File: src/hw/sdpc_pkg.sv
// Purpose: Shared constants for the synthesizer divider and power configuration link.
// Assumes: 24-bit programming words, shifted MSB first, latched on the rising edge of the latch line.
// Notes:   Field positions follow the programming word layout; host register offsets are local.
package sdpc_pkg;
    localparam int WORD_W = 24;
    // Word type codes in the low bits of each programming word.
    localparam logic       CODE_MAIN = 1'b0;
    localparam logic [3:0] CODE_REF  = 4'h3;
    localparam logic [3:0] CODE_AUX  = 4'h5;
    // Field positions.
    localparam int SLEEP_POS   = 23;
    localparam int MODSEL_POS  = 22;
    localparam int REF_LSB     = 16;
    localparam int REF_W       = 6;
    localparam int FD_LSB      = 4;
    localparam int FD_W        = 12;
    localparam int MAIN_LSB    = 13;
    localparam int MAIN_W      = 11;
    localparam int AUX_LSB     = 4;
    localparam int AUX_W       = 19;
    localparam int DIV_W       = 12;
    // Prescaler base moduli.
    localparam logic [DIV_W-1:0] BASE_LOW  = 12'h010;
    localparam logic [DIV_W-1:0] BASE_HIGH = 12'h020;
    // Reset values of the device settings.
    localparam logic [REF_W-1:0] RST_REF   = 6'h01;
    localparam logic             RST_SLEEP = 1'b1;
    // Host register offsets and configuration bits.
    localparam logic [3:0] ADDR_CFG    = 4'h0;
    localparam logic [3:0] ADDR_RF_DIV = 4'h1;
    localparam logic [3:0] ADDR_RF_REF = 4'h2;
    localparam logic [3:0] ADDR_IF_DIV = 4'h3;
    localparam logic [3:0] ADDR_STATUS = 4'h4;
    localparam int CFG_MODSEL   = 0;
    localparam int CFG_ORD_LSB  = 1;
    localparam int CFG_RF_SLEEP = 3;
    localparam int CFG_IF_SLEEP = 4;
    localparam int CFG_W        = 5;
    localparam int ST_BUSY      = 0;
    localparam int ST_REFUSED   = 1;
    // Serial timing: the link is rated to 20 MHz, so each half period lasts at least 25 ns.
    localparam int CLK_NS      = 20;
    localparam int SER_HALF_NS = 25;
    localparam int SER_HALF_CYC = (SER_HALF_NS + CLK_NS - 1) / CLK_NS;
    typedef enum logic [1:0] {ORD_2, ORD_3, ORD_4} sdpc_order_e;
endpackage

File: src/hw/sdpc_link_if.sv
// Purpose: Three-wire programming link between the host controller and the synthesizer.
// Assumes: The host drives every line; the device only listens.
// Notes:   No clocking block; both ends sample on their own system clock.
`timescale 1ns/1ps
interface sdpc_link_if;
    logic ser_clk;
    logic ser_data;
    logic ser_le;
    modport host (output ser_clk, output ser_data, output ser_le);
    modport dev  (input ser_clk, input ser_data, input ser_le);
endinterface

File: src/hw/sdpc_host.sv
// Purpose: Host end: takes software orders, checks divide values and shifts out programming words.
// Assumes: Software port with one-cycle strobes; read data in the cycle after the read strobe.
// Notes:   Illegal or busy-time divider writes are dropped and flagged; nothing is sent for them.
`timescale 1ns/1ps
module sdpc_host #(
    parameter int HALF_CYC = sdpc_pkg::SER_HALF_CYC
) (
    input  wire logic        sys_clk_i,
    input  wire logic        srst_i,
    sdpc_link_if.host        link,
    input  wire logic [3:0]  addr_i,
    input  wire logic [31:0] wr_data_i,
    input  wire logic        wr_i,
    input  wire logic        rd_i,
    output logic [31:0]      rd_data_o
);
    if (HALF_CYC < 1 || HALF_CYC > 255) begin : g_bad_half
        $error("HALF_CYC must lie in 1..255");
    end

    localparam logic [7:0] HALF_LAST = 8'(HALF_CYC - 1);
    localparam logic [4:0] BIT_LAST  = 5'(sdpc_pkg::WORD_W - 1);

    typedef enum logic [1:0] {S_IDLE, S_LOW, S_HIGH, S_LATCH} sdpc_ser_e;

    // Inclusive range test shared by the legality checks.
    function automatic logic in_rng(input logic [18:0] v, input logic [18:0] lo, input logic [18:0] hi);
        in_rng = (v >= lo) && (v <= hi);
    endfunction

    // Legal RF divide values per prescaler and modulator order.
    function automatic logic rf_legal(input logic [18:0] n, input logic hi_pre,
                                      input sdpc_pkg::sdpc_order_e ord);
        logic ok;
        ok = 1'b0;
        if (hi_pre) begin
            case (ord)
                sdpc_pkg::ORD_2: ok = in_rng(n, 19'd97, 19'd109) | in_rng(n, 19'd129, 19'd145)
                                    | in_rng(n, 19'd161, 19'd181) | in_rng(n, 19'd193, 19'd217)
                                    | in_rng(n, 19'd225, 19'd2045);
                sdpc_pkg::ORD_3: ok = in_rng(n, 19'd99, 19'd107) | in_rng(n, 19'd131, 19'd143)
                                    | in_rng(n, 19'd163, 19'd179) | in_rng(n, 19'd195, 19'd215)
                                    | in_rng(n, 19'd227, 19'd2043);
                sdpc_pkg::ORD_4: ok = (n == 19'd103) | in_rng(n, 19'd135, 19'd139)
                                    | in_rng(n, 19'd167, 19'd175) | in_rng(n, 19'd199, 19'd211)
                                    | in_rng(n, 19'd231, 19'd2039);
                default:         ok = 1'b0;
            endcase
        end else begin
            case (ord)
                sdpc_pkg::ORD_2: ok = in_rng(n, 19'd49, 19'd61) | in_rng(n, 19'd64, 19'd1023);
                sdpc_pkg::ORD_3: ok = in_rng(n, 19'd51, 19'd59) | in_rng(n, 19'd64, 19'd1023);
                sdpc_pkg::ORD_4: ok = (n == 19'd55) | in_rng(n, 19'd64, 19'd75)
                                    | in_rng(n, 19'd80, 19'd1023);
                default:         ok = 1'b0;
            endcase
        end
        rf_legal = ok;
    endfunction

    // Legal IF divide values with the low-modulus prescaler.
    function automatic logic if_legal(input logic [18:0] n);
        if_legal = in_rng(n, 19'd24, 19'd27) | in_rng(n, 19'd32, 19'd36)
                 | in_rng(n, 19'd40, 19'd45) | in_rng(n, 19'd48, 19'd54)
                 | in_rng(n, 19'd56, 19'd262143);
    endfunction

    logic [sdpc_pkg::CFG_W-1:0]  cfg_reg;
    logic [10:0]                 rf_div_reg;
    logic [sdpc_pkg::REF_W-1:0]  ref_reg;
    logic [sdpc_pkg::FD_W-1:0]   fd_reg;
    logic [18:0]                 if_div_reg;
    logic                        refused_reg;
    logic [31:0]                 rd_data_next;
    sdpc_ser_e                   state_reg;
    sdpc_ser_e                   state_next;
    logic [7:0]                  cnt_reg;
    logic [4:0]                  bit_reg;
    logic [sdpc_pkg::WORD_W-1:0] shift_reg;
    logic                        ser_clk_reg;
    logic                        ser_data_reg;
    logic                        ser_le_reg;

    // Register decode and the candidate words for each order.
    wire busy     = state_reg != S_IDLE;
    wire hi_pre   = cfg_reg[sdpc_pkg::CFG_MODSEL];
    wire sdpc_pkg::sdpc_order_e order = sdpc_pkg::sdpc_order_e'(cfg_reg[sdpc_pkg::CFG_ORD_LSB +: 2]);
    wire wr_cfg   = wr_i & (addr_i == sdpc_pkg::ADDR_CFG);
    wire wr_rf    = wr_i & (addr_i == sdpc_pkg::ADDR_RF_DIV);
    wire wr_ref   = wr_i & (addr_i == sdpc_pkg::ADDR_RF_REF);
    wire wr_if    = wr_i & (addr_i == sdpc_pkg::ADDR_IF_DIV);
    wire wr_stat  = wr_i & (addr_i == sdpc_pkg::ADDR_STATUS);
    wire [18:0] rf_n  = {8'h00, wr_data_i[10:0]};
    wire [18:0] if_n  = wr_data_i[18:0];
    wire rf_ok    = rf_legal(rf_n, hi_pre, order) && (wr_data_i[31:11] == '0);
    wire ref_ok   = wr_data_i[5:0] != '0;
    wire if_ok    = if_legal(if_n) && (wr_data_i[31:19] == '0);
    wire go_rf    = wr_rf & ~busy & rf_ok;
    wire go_ref   = wr_ref & ~busy & ref_ok;
    wire go_if    = wr_if & ~busy & if_ok;
    wire start    = go_rf | go_ref | go_if;
    wire refuse   = (wr_rf & ~go_rf) | (wr_ref & ~go_ref) | (wr_if & ~go_if);

    // Coarse, middle and fine counts from the divide value.
    wire [5:0] coarse = hi_pre ? wr_data_i[10:5] : wr_data_i[9:4];
    wire [2:0] middle = hi_pre ? wr_data_i[4:2] : {1'b0, wr_data_i[3:2]};
    wire [10:0] main_field = {coarse, middle, wr_data_i[1:0]};
    wire [23:0] word_main = {main_field, 12'h000, sdpc_pkg::CODE_MAIN};
    wire [23:0] word_ref  = {cfg_reg[sdpc_pkg::CFG_RF_SLEEP], hi_pre, wr_data_i[5:0],
                             wr_data_i[17:6], sdpc_pkg::CODE_REF};
    wire [23:0] word_aux  = {cfg_reg[sdpc_pkg::CFG_IF_SLEEP], if_n, sdpc_pkg::CODE_AUX};
    wire [23:0] word_sel  = go_rf ? word_main : (go_ref ? word_ref : word_aux);
    wire half_done = cnt_reg == HALF_LAST;

    // Read mux, answered in the next cycle.
    always_comb begin
        rd_data_next = 32'h0000_0000;
        case (addr_i)
            sdpc_pkg::ADDR_CFG:    rd_data_next = {27'h0, cfg_reg};
            sdpc_pkg::ADDR_RF_DIV: rd_data_next = {21'h0, rf_div_reg};
            sdpc_pkg::ADDR_RF_REF: rd_data_next = {14'h0, fd_reg, ref_reg};
            sdpc_pkg::ADDR_IF_DIV: rd_data_next = {13'h0, if_div_reg};
            sdpc_pkg::ADDR_STATUS: rd_data_next = {30'h0, refused_reg, busy};
            default:               rd_data_next = 32'h0000_0000;
        endcase
    end

    // Serializer sequencing: low half, high half per bit, then a latch pulse.
    always_comb begin
        state_next = state_reg;
        case (state_reg)
            S_IDLE:  if (start) state_next = S_LOW;
            S_LOW:   if (half_done) state_next = S_HIGH;
            S_HIGH:  if (half_done) state_next = (bit_reg == BIT_LAST) ? S_LATCH : S_LOW;
            S_LATCH: if (half_done) state_next = S_IDLE;
            default: state_next = S_IDLE;
        endcase
    end

    // Software registers; a refusal in the same cycle as a clear keeps the flag set.
    always_ff @(posedge sys_clk_i) begin
        if (srst_i) begin
            cfg_reg     <= '0;
            rf_div_reg  <= '0;
            ref_reg     <= sdpc_pkg::RST_REF;
            fd_reg      <= '0;
            if_div_reg  <= '0;
            refused_reg <= 1'b0;
            rd_data_o   <= '0;
        end else begin
            if (wr_cfg) cfg_reg <= wr_data_i[sdpc_pkg::CFG_W-1:0];
            if (go_rf) rf_div_reg <= wr_data_i[10:0];
            if (go_ref) ref_reg <= wr_data_i[5:0];
            if (go_ref) fd_reg <= wr_data_i[17:6];
            if (go_if) if_div_reg <= if_n;
            if (refuse) refused_reg <= 1'b1;
            else if (wr_stat & wr_data_i[sdpc_pkg::ST_REFUSED]) refused_reg <= 1'b0;
            rd_data_o <= rd_i ? rd_data_next : 32'h0000_0000;
        end
    end

    // Link pins, MSB first; data changes while the clock is low.
    always_ff @(posedge sys_clk_i) begin
        if (srst_i) begin
            state_reg    <= S_IDLE;
            cnt_reg      <= '0;
            bit_reg      <= '0;
            shift_reg    <= '0;
            ser_clk_reg  <= 1'b0;
            ser_data_reg <= 1'b0;
            ser_le_reg   <= 1'b0;
        end else begin
            state_reg <= state_next;
            cnt_reg   <= (state_reg == S_IDLE || half_done) ? 8'h00 : cnt_reg + 8'h01;
            if (state_reg == S_IDLE && start) begin
                shift_reg    <= word_sel;
                ser_data_reg <= word_sel[23];
                bit_reg      <= '0;
            end
            if (state_reg == S_LOW && half_done) ser_clk_reg <= 1'b1;
            if (state_reg == S_HIGH && half_done) begin
                ser_clk_reg <= 1'b0;
                if (bit_reg == BIT_LAST) begin
                    ser_le_reg <= 1'b1;
                end else begin
                    shift_reg    <= {shift_reg[22:0], 1'b0};
                    ser_data_reg <= shift_reg[22];
                    bit_reg      <= bit_reg + 5'h01;
                end
            end
            if (state_reg == S_LATCH && half_done) ser_le_reg <= 1'b0;
        end
    end

    assign link.ser_clk  = ser_clk_reg;
    assign link.ser_data = ser_data_reg;
    assign link.ser_le   = ser_le_reg;
endmodule // sdpc_host

File: src/flat_wrapper.sv
// flat-port wrapper written by rule: the top's interface ports become plain ports
module sdpc_host_flat 
#(
    parameter int HALF_CYC = sdpc_pkg::SER_HALF_CYC
)
  (sys_clk_i, srst_i, addr_i, wr_data_i, wr_i, rd_i, rd_data_o, link_ser_clk, link_ser_data, link_ser_le);
  sdpc_link_if link_i ();
  input  wire logic sys_clk_i;
  input  wire logic srst_i;
  input  wire logic [3:0] addr_i;
  input  wire logic [31:0] wr_data_i;
  input  wire logic wr_i;
  input  wire logic rd_i;
  output logic [31:0] rd_data_o;
  output wire logic [$bits(link_i.ser_clk)-1:0] link_ser_clk;
  output wire logic [$bits(link_i.ser_data)-1:0] link_ser_data;
  output wire logic [$bits(link_i.ser_le)-1:0] link_ser_le;
  assign link_ser_clk = link_i.ser_clk;
  assign link_ser_data = link_i.ser_data;
  assign link_ser_le = link_i.ser_le;
  sdpc_host #(.HALF_CYC(HALF_CYC)) u_core (.sys_clk_i(sys_clk_i), .srst_i(srst_i), .link(link_i), .addr_i(addr_i), .wr_data_i(wr_data_i), .wr_i(wr_i), .rd_i(rd_i), .rd_data_o(rd_data_o));
endmodule
File: config.mk
export PLATFORM = sky130hd
export DESIGN_NAME = sdpc_host_flat
export DESIGN_NICKNAME = d
export VERILOG_FILES = /design/src/hw/sdpc_pkg.sv /design/src/hw/sdpc_link_if.sv /design/src/hw/sdpc_host.sv /design/src/flat_wrapper.sv
export SDC_FILE = /design/constraint.sdc
export NUM_CORES = 1
export LEC_CHECK = 0
export ABC_AREA = 1
export ABC_CLOCK_PERIOD_IN_PS = 2300
export CAP_MARGIN = 20
export CORE_MARGIN = 4
export CORE_UTILIZATION = 43
export CTS_CLUSTER_SIZE = 20
export DETAILED_ROUTE_END_ITERATION = 8
export DONT_BUFFER_PORTS = 1
export PLACE_DENSITY = 0.67
export SETUP_SLACK_MARGIN = 0.4
export SYNTH_ARGS = -nofsm -noshare
export SYNTH_HDL_FRONTEND = slang
export SYNTH_SLANG_ARGS = --single-unit
export TNS_END_PERCENT = 5
File: constraint.sdc
create_clock -name sys_clk_i -period 2.3 [get_ports sys_clk_i]
set_input_delay 0.115 -clock sys_clk_i [delete_from_list [all_inputs] [get_ports sys_clk_i]]
set_output_delay 0.115 -clock sys_clk_i [all_outputs]
set_load 0.03 [all_outputs]
==> summary.md <==
| Metric | Value |
|---|---|
| Status | `complete, no violations` |
| Simple-Gate Fraction of Synth Area | `0.386` |
| CP max stage cell | `dfxtp_4` |
| Antenna violations before repair | `0` |
| Synth Area in XOR/XNOR | `0.00548` |
| CP cell instances | `nor4_4 > nand4_1 > inv_2 > nand2_2 > nor2_4 > inv_2 > nand2_4 > clkinvlp_4 > nand2_1 > inv_1 > nand2_1 > nand2_1` |
| Clk Latency, worst-skew pair | `0.41 ns` |
| HPWL after DPL | `15.2 mm` |
| YS warnings | `0` |
| Gate Count Post-Synth | `999` |
| GRT overflow | `0` |
| Type of the most critical hold path | `input pin to flip-flop` |
| CORE AREA | `14500 µm²` |
| Clock sink total | `114` |
| Clock Path Buffers | `2` |
| Sw power | `1.28 mW` |
| Setup Skew | `0.00654 ns` |
| Area occupied by multi-input gates | `3640 µm²` |
| Final wirelength | `22.8 mm` |
| Power Density | `675 nW/µm²` |
| Post-route ant nets | `0` |
| Rows | `44` |
| CTS tree | `done` |
| Combinational power share | `0.084` |
| Path type of the worst setup path | `flip-flop to flip-flop` |
| H-tree depth | `4` |
| Post-synthesis compound-gate area fraction | `0.134` |
| Total track usage | `0.266` |
| WHS | `0.0189 ns` |
| Share of cells above drive strength 1 | `0.165` |
| Max_cap viols | `0` |
| Die area | `16900 µm²` |
| Area share of fa/ha/maj cells after synthesis | `0.00588` |
| Reg power frac | `0.363` |
| Max reg flops | `23` |
| Fillcell total | `1387` |
| Mux share of post-synthesis cell area | `0` |
| Yosys cell types | `43` |
| DRC viols | `0` |
| WL/cell | `18.0 µm` |
| TritonCTS Buffers | `17` |
| Drt initial violations | `736` |
| Internal Pwr Total | `4.25 mW` |
| Most frequent CP cell | `nand2_1` |
| Setup violations, final | `0` |
| WP data required | `2.61 ns` |
| Synth Register Bits | `114` |
| Die Width | `130 µm` |
| Peak supply drop | `0.000444 V` |
| Largest family of logic cells by synthesized area | `simple AND/OR/NAND/NOR gates` |
| Lkg Pwr | `3.35 nW` |
| Avg Cell Area, Syn | `6.39 µm²` |
| Layout area overhead | `28.3%` |
| Routability cong. | `0.970` |
| Synth Flop Type | `dfxtp_1` |
| ANT cells | `0` |
| First-pass GRT wire length | `35.3 mm` |
| Via count | `7143` |
| Fin nets | `1112` |
| Register area share after synthesis | `0.357` |
| Net Sw Frac | `0.232` |
| Asr flop ratio synth | `0` |
| Critical Path AT | `2.16 ns` |
| F_max | `0.540 GHz` |
| Mapped cell area | `6390 µm²` |
| Storage element area | `2290 µm²` |
| Min Tclk post-route | `1.85 ns` |
| Max-slew violations | `0` |
| Die H | `130 µm` |
| PortBufs | `0` |
| Drt pass-1 iters | `6` |
| Fin. Hold Viols | `0` |
| Clock network fraction of total power | `0.554` |
| Largest net degree at the start of global routing | `52` |
| CTS clock-pin slew for the worst setup and hold paths | `0.06 ns` |
| Delay of the slowest critical-path stage | `0.36 ns` |
| CP endpoint kind | `flip-flop` |
| Vias in the first global route | `6551` |
| Post-synth EDFFs | `0` |
| Startpoint types | `flip-flop` |
| Final period utilization | `0.805` |
| Vias per std cell | `5.64` |
| Clock Tree Root | `clkbuf_16` |
| Io pins | `75` |
| Setup TNS | `0 ns` |
| RSZ-0062 raised after global routing | `yes` |
| Initial Util | `0.439` |
| Worst Path Max Fanout | `6` |
[layout make-up]
cell class              count  share of cell area
inverters                  94              0.0444
well taps                 184              0.0281
clock buffers              20              0.0557
clock inverters            12              0.0275
flip-flops and latches    114               0.279
repair buffers             98               0.118
multi-input cells         741               0.444
repair inverters            3             0.00275
[per-layer routing]
layer	up-vias	track usage	share of wire
li1	3406	-	-
met1	3277	0.358	0.42
met2	378	0.426	0.46
met3	82	0.0491	0.082
met4	0	0.103	0.038
met5	-	0	0
[cell usage in the layout (no fill, tap or decap), drive strengths merged]
master / count
and3: 1
nand4: 33
a31oi: 1
dlygate4sd3: 29
inv: 92
o211ai: 5
nor3: 15
xnor2: 1
o21bai: 1
clkinvlp: 5
nor4: 5
o31ai: 2
a211oi: 13
buf: 67
dfxtp: 114
o221ai: 2
xor2: 3
nand2: 277
nand3: 91
ha: 3
a41oi: 1
o21ai: 57
clkbuf: 22
nand3b: 3
or2: 3
conb: 13
nor2: 138
a21oi: 67
nor3b: 1
a221oi: 5
clkinv: 6
bufinv: 6
[path summary, 6_finish.rpt]
kind	start	endpoint	slack [ns]	depth (start not counted)
worst max-delay path	u_core.cnt_reg[4]	u_core.shift_reg[14]	0.45	12
worst min register to register	u_core.shift_reg[3]	u_core.shift_reg[3]	0.45	2
worst max register to register	u_core.cnt_reg[4]	u_core.shift_reg[14]	0.45	12
worst min-delay path	srst_i	u_core.shift_reg[13]	0.02	4
[power groups by stage]
stage,Clock (mW),Sequential (mW),Combinational [mW]
final,3.06,2.00,0.463
after global routing,3.18,2.00,0.499
after floorplan,0,2.04,0.290
after CTS,3.07,2.00,0.433
after detailed placement,0,2.05,0.353
after global placement,0,2.05,0.355
[per-stage QoR]
step	total power [mW]	worst slack [ns]	utilization	area, µm²	cells
floorplan	2.33	0.404	-	6430	1011
global placement	2.40	-0.0253	0.467	6780	1183
detailed placement	2.40	0.0118	0.467	6780	1183
CTS	5.51	0.374	0.542	7870	1252
global route	5.68	0.336	0.564	8190	1266
finish	5.53	0.448	0.564	8190	1266
[cells by family (layout without fill, tap and decap cells)]
group / after synthesis / in the layout
AND/OR/NAND/NOR: 566 / 567
buffers and inverters: 157 / 227
adder cells (fa/ha/maj): 3 / 3
XOR/XNOR: 4 / 4
flip-flops: 114 / 114
other: 1 / 13
AO/OA/AOI/OAI: 154 / 154
[cell usage after synthesis (2+ instances only)]
cell,n,share of area
nor2_2,8,0.0078
nand4_2,2,0.0039
inv_1,81,0.048
a21oi_1,67,0.052
or2_2,3,0.0029
nor2_4,3,0.0053
buf_1,3,0.0018
nand2_1,272,0.16
nand3b_1,3,0.0035
buf_4,18,0.021
a221oi_1,5,0.0069
nor4_1,5,0.0049
dfxtp_1,114,0.36
nand4_1,31,0.030
o211ai_1,5,0.0059
inv_2,10,0.0059
clkbuf_1,22,0.013
ha_1,3,0.0059
o221ai_1,2,0.0027
o21ai_0,47,0.037
nor2_1,127,0.075
buf_6,3,0.0053
o21ai_1,9,0.0071
clkinv_1,2,0.0012
nor3_2,3,0.0047
nor3_1,12,0.0094
o31ai_1,2,0.0023
a211oi_1,13,0.015
buf_2,17,0.013
nand3_1,89,0.070
nand2_2,4,0.0039
xor2_1,3,0.0041
[critical path: cells and delay by family, from the launching register on]
kind                   cells  cell delay (ns)
DFF                        1             0.36
buffers and inverters      4             0.42
and+or+nand+nor            8             0.97
[what timing repair did]
| item | in CTS | in global routing |
|---|---|---|
| setup endpoints to repair | 42 | 50 |
| setup buffers | 3 | 11 |
| pin swaps | 2 | 18 |
| cloned | 4 | 3 |
| hold endpoints to repair | 60 | 0 |
| resized for setup | 16 | 48 |
| hold buffers | 30 | 0 |
Power figures use the tool's default switching activity.
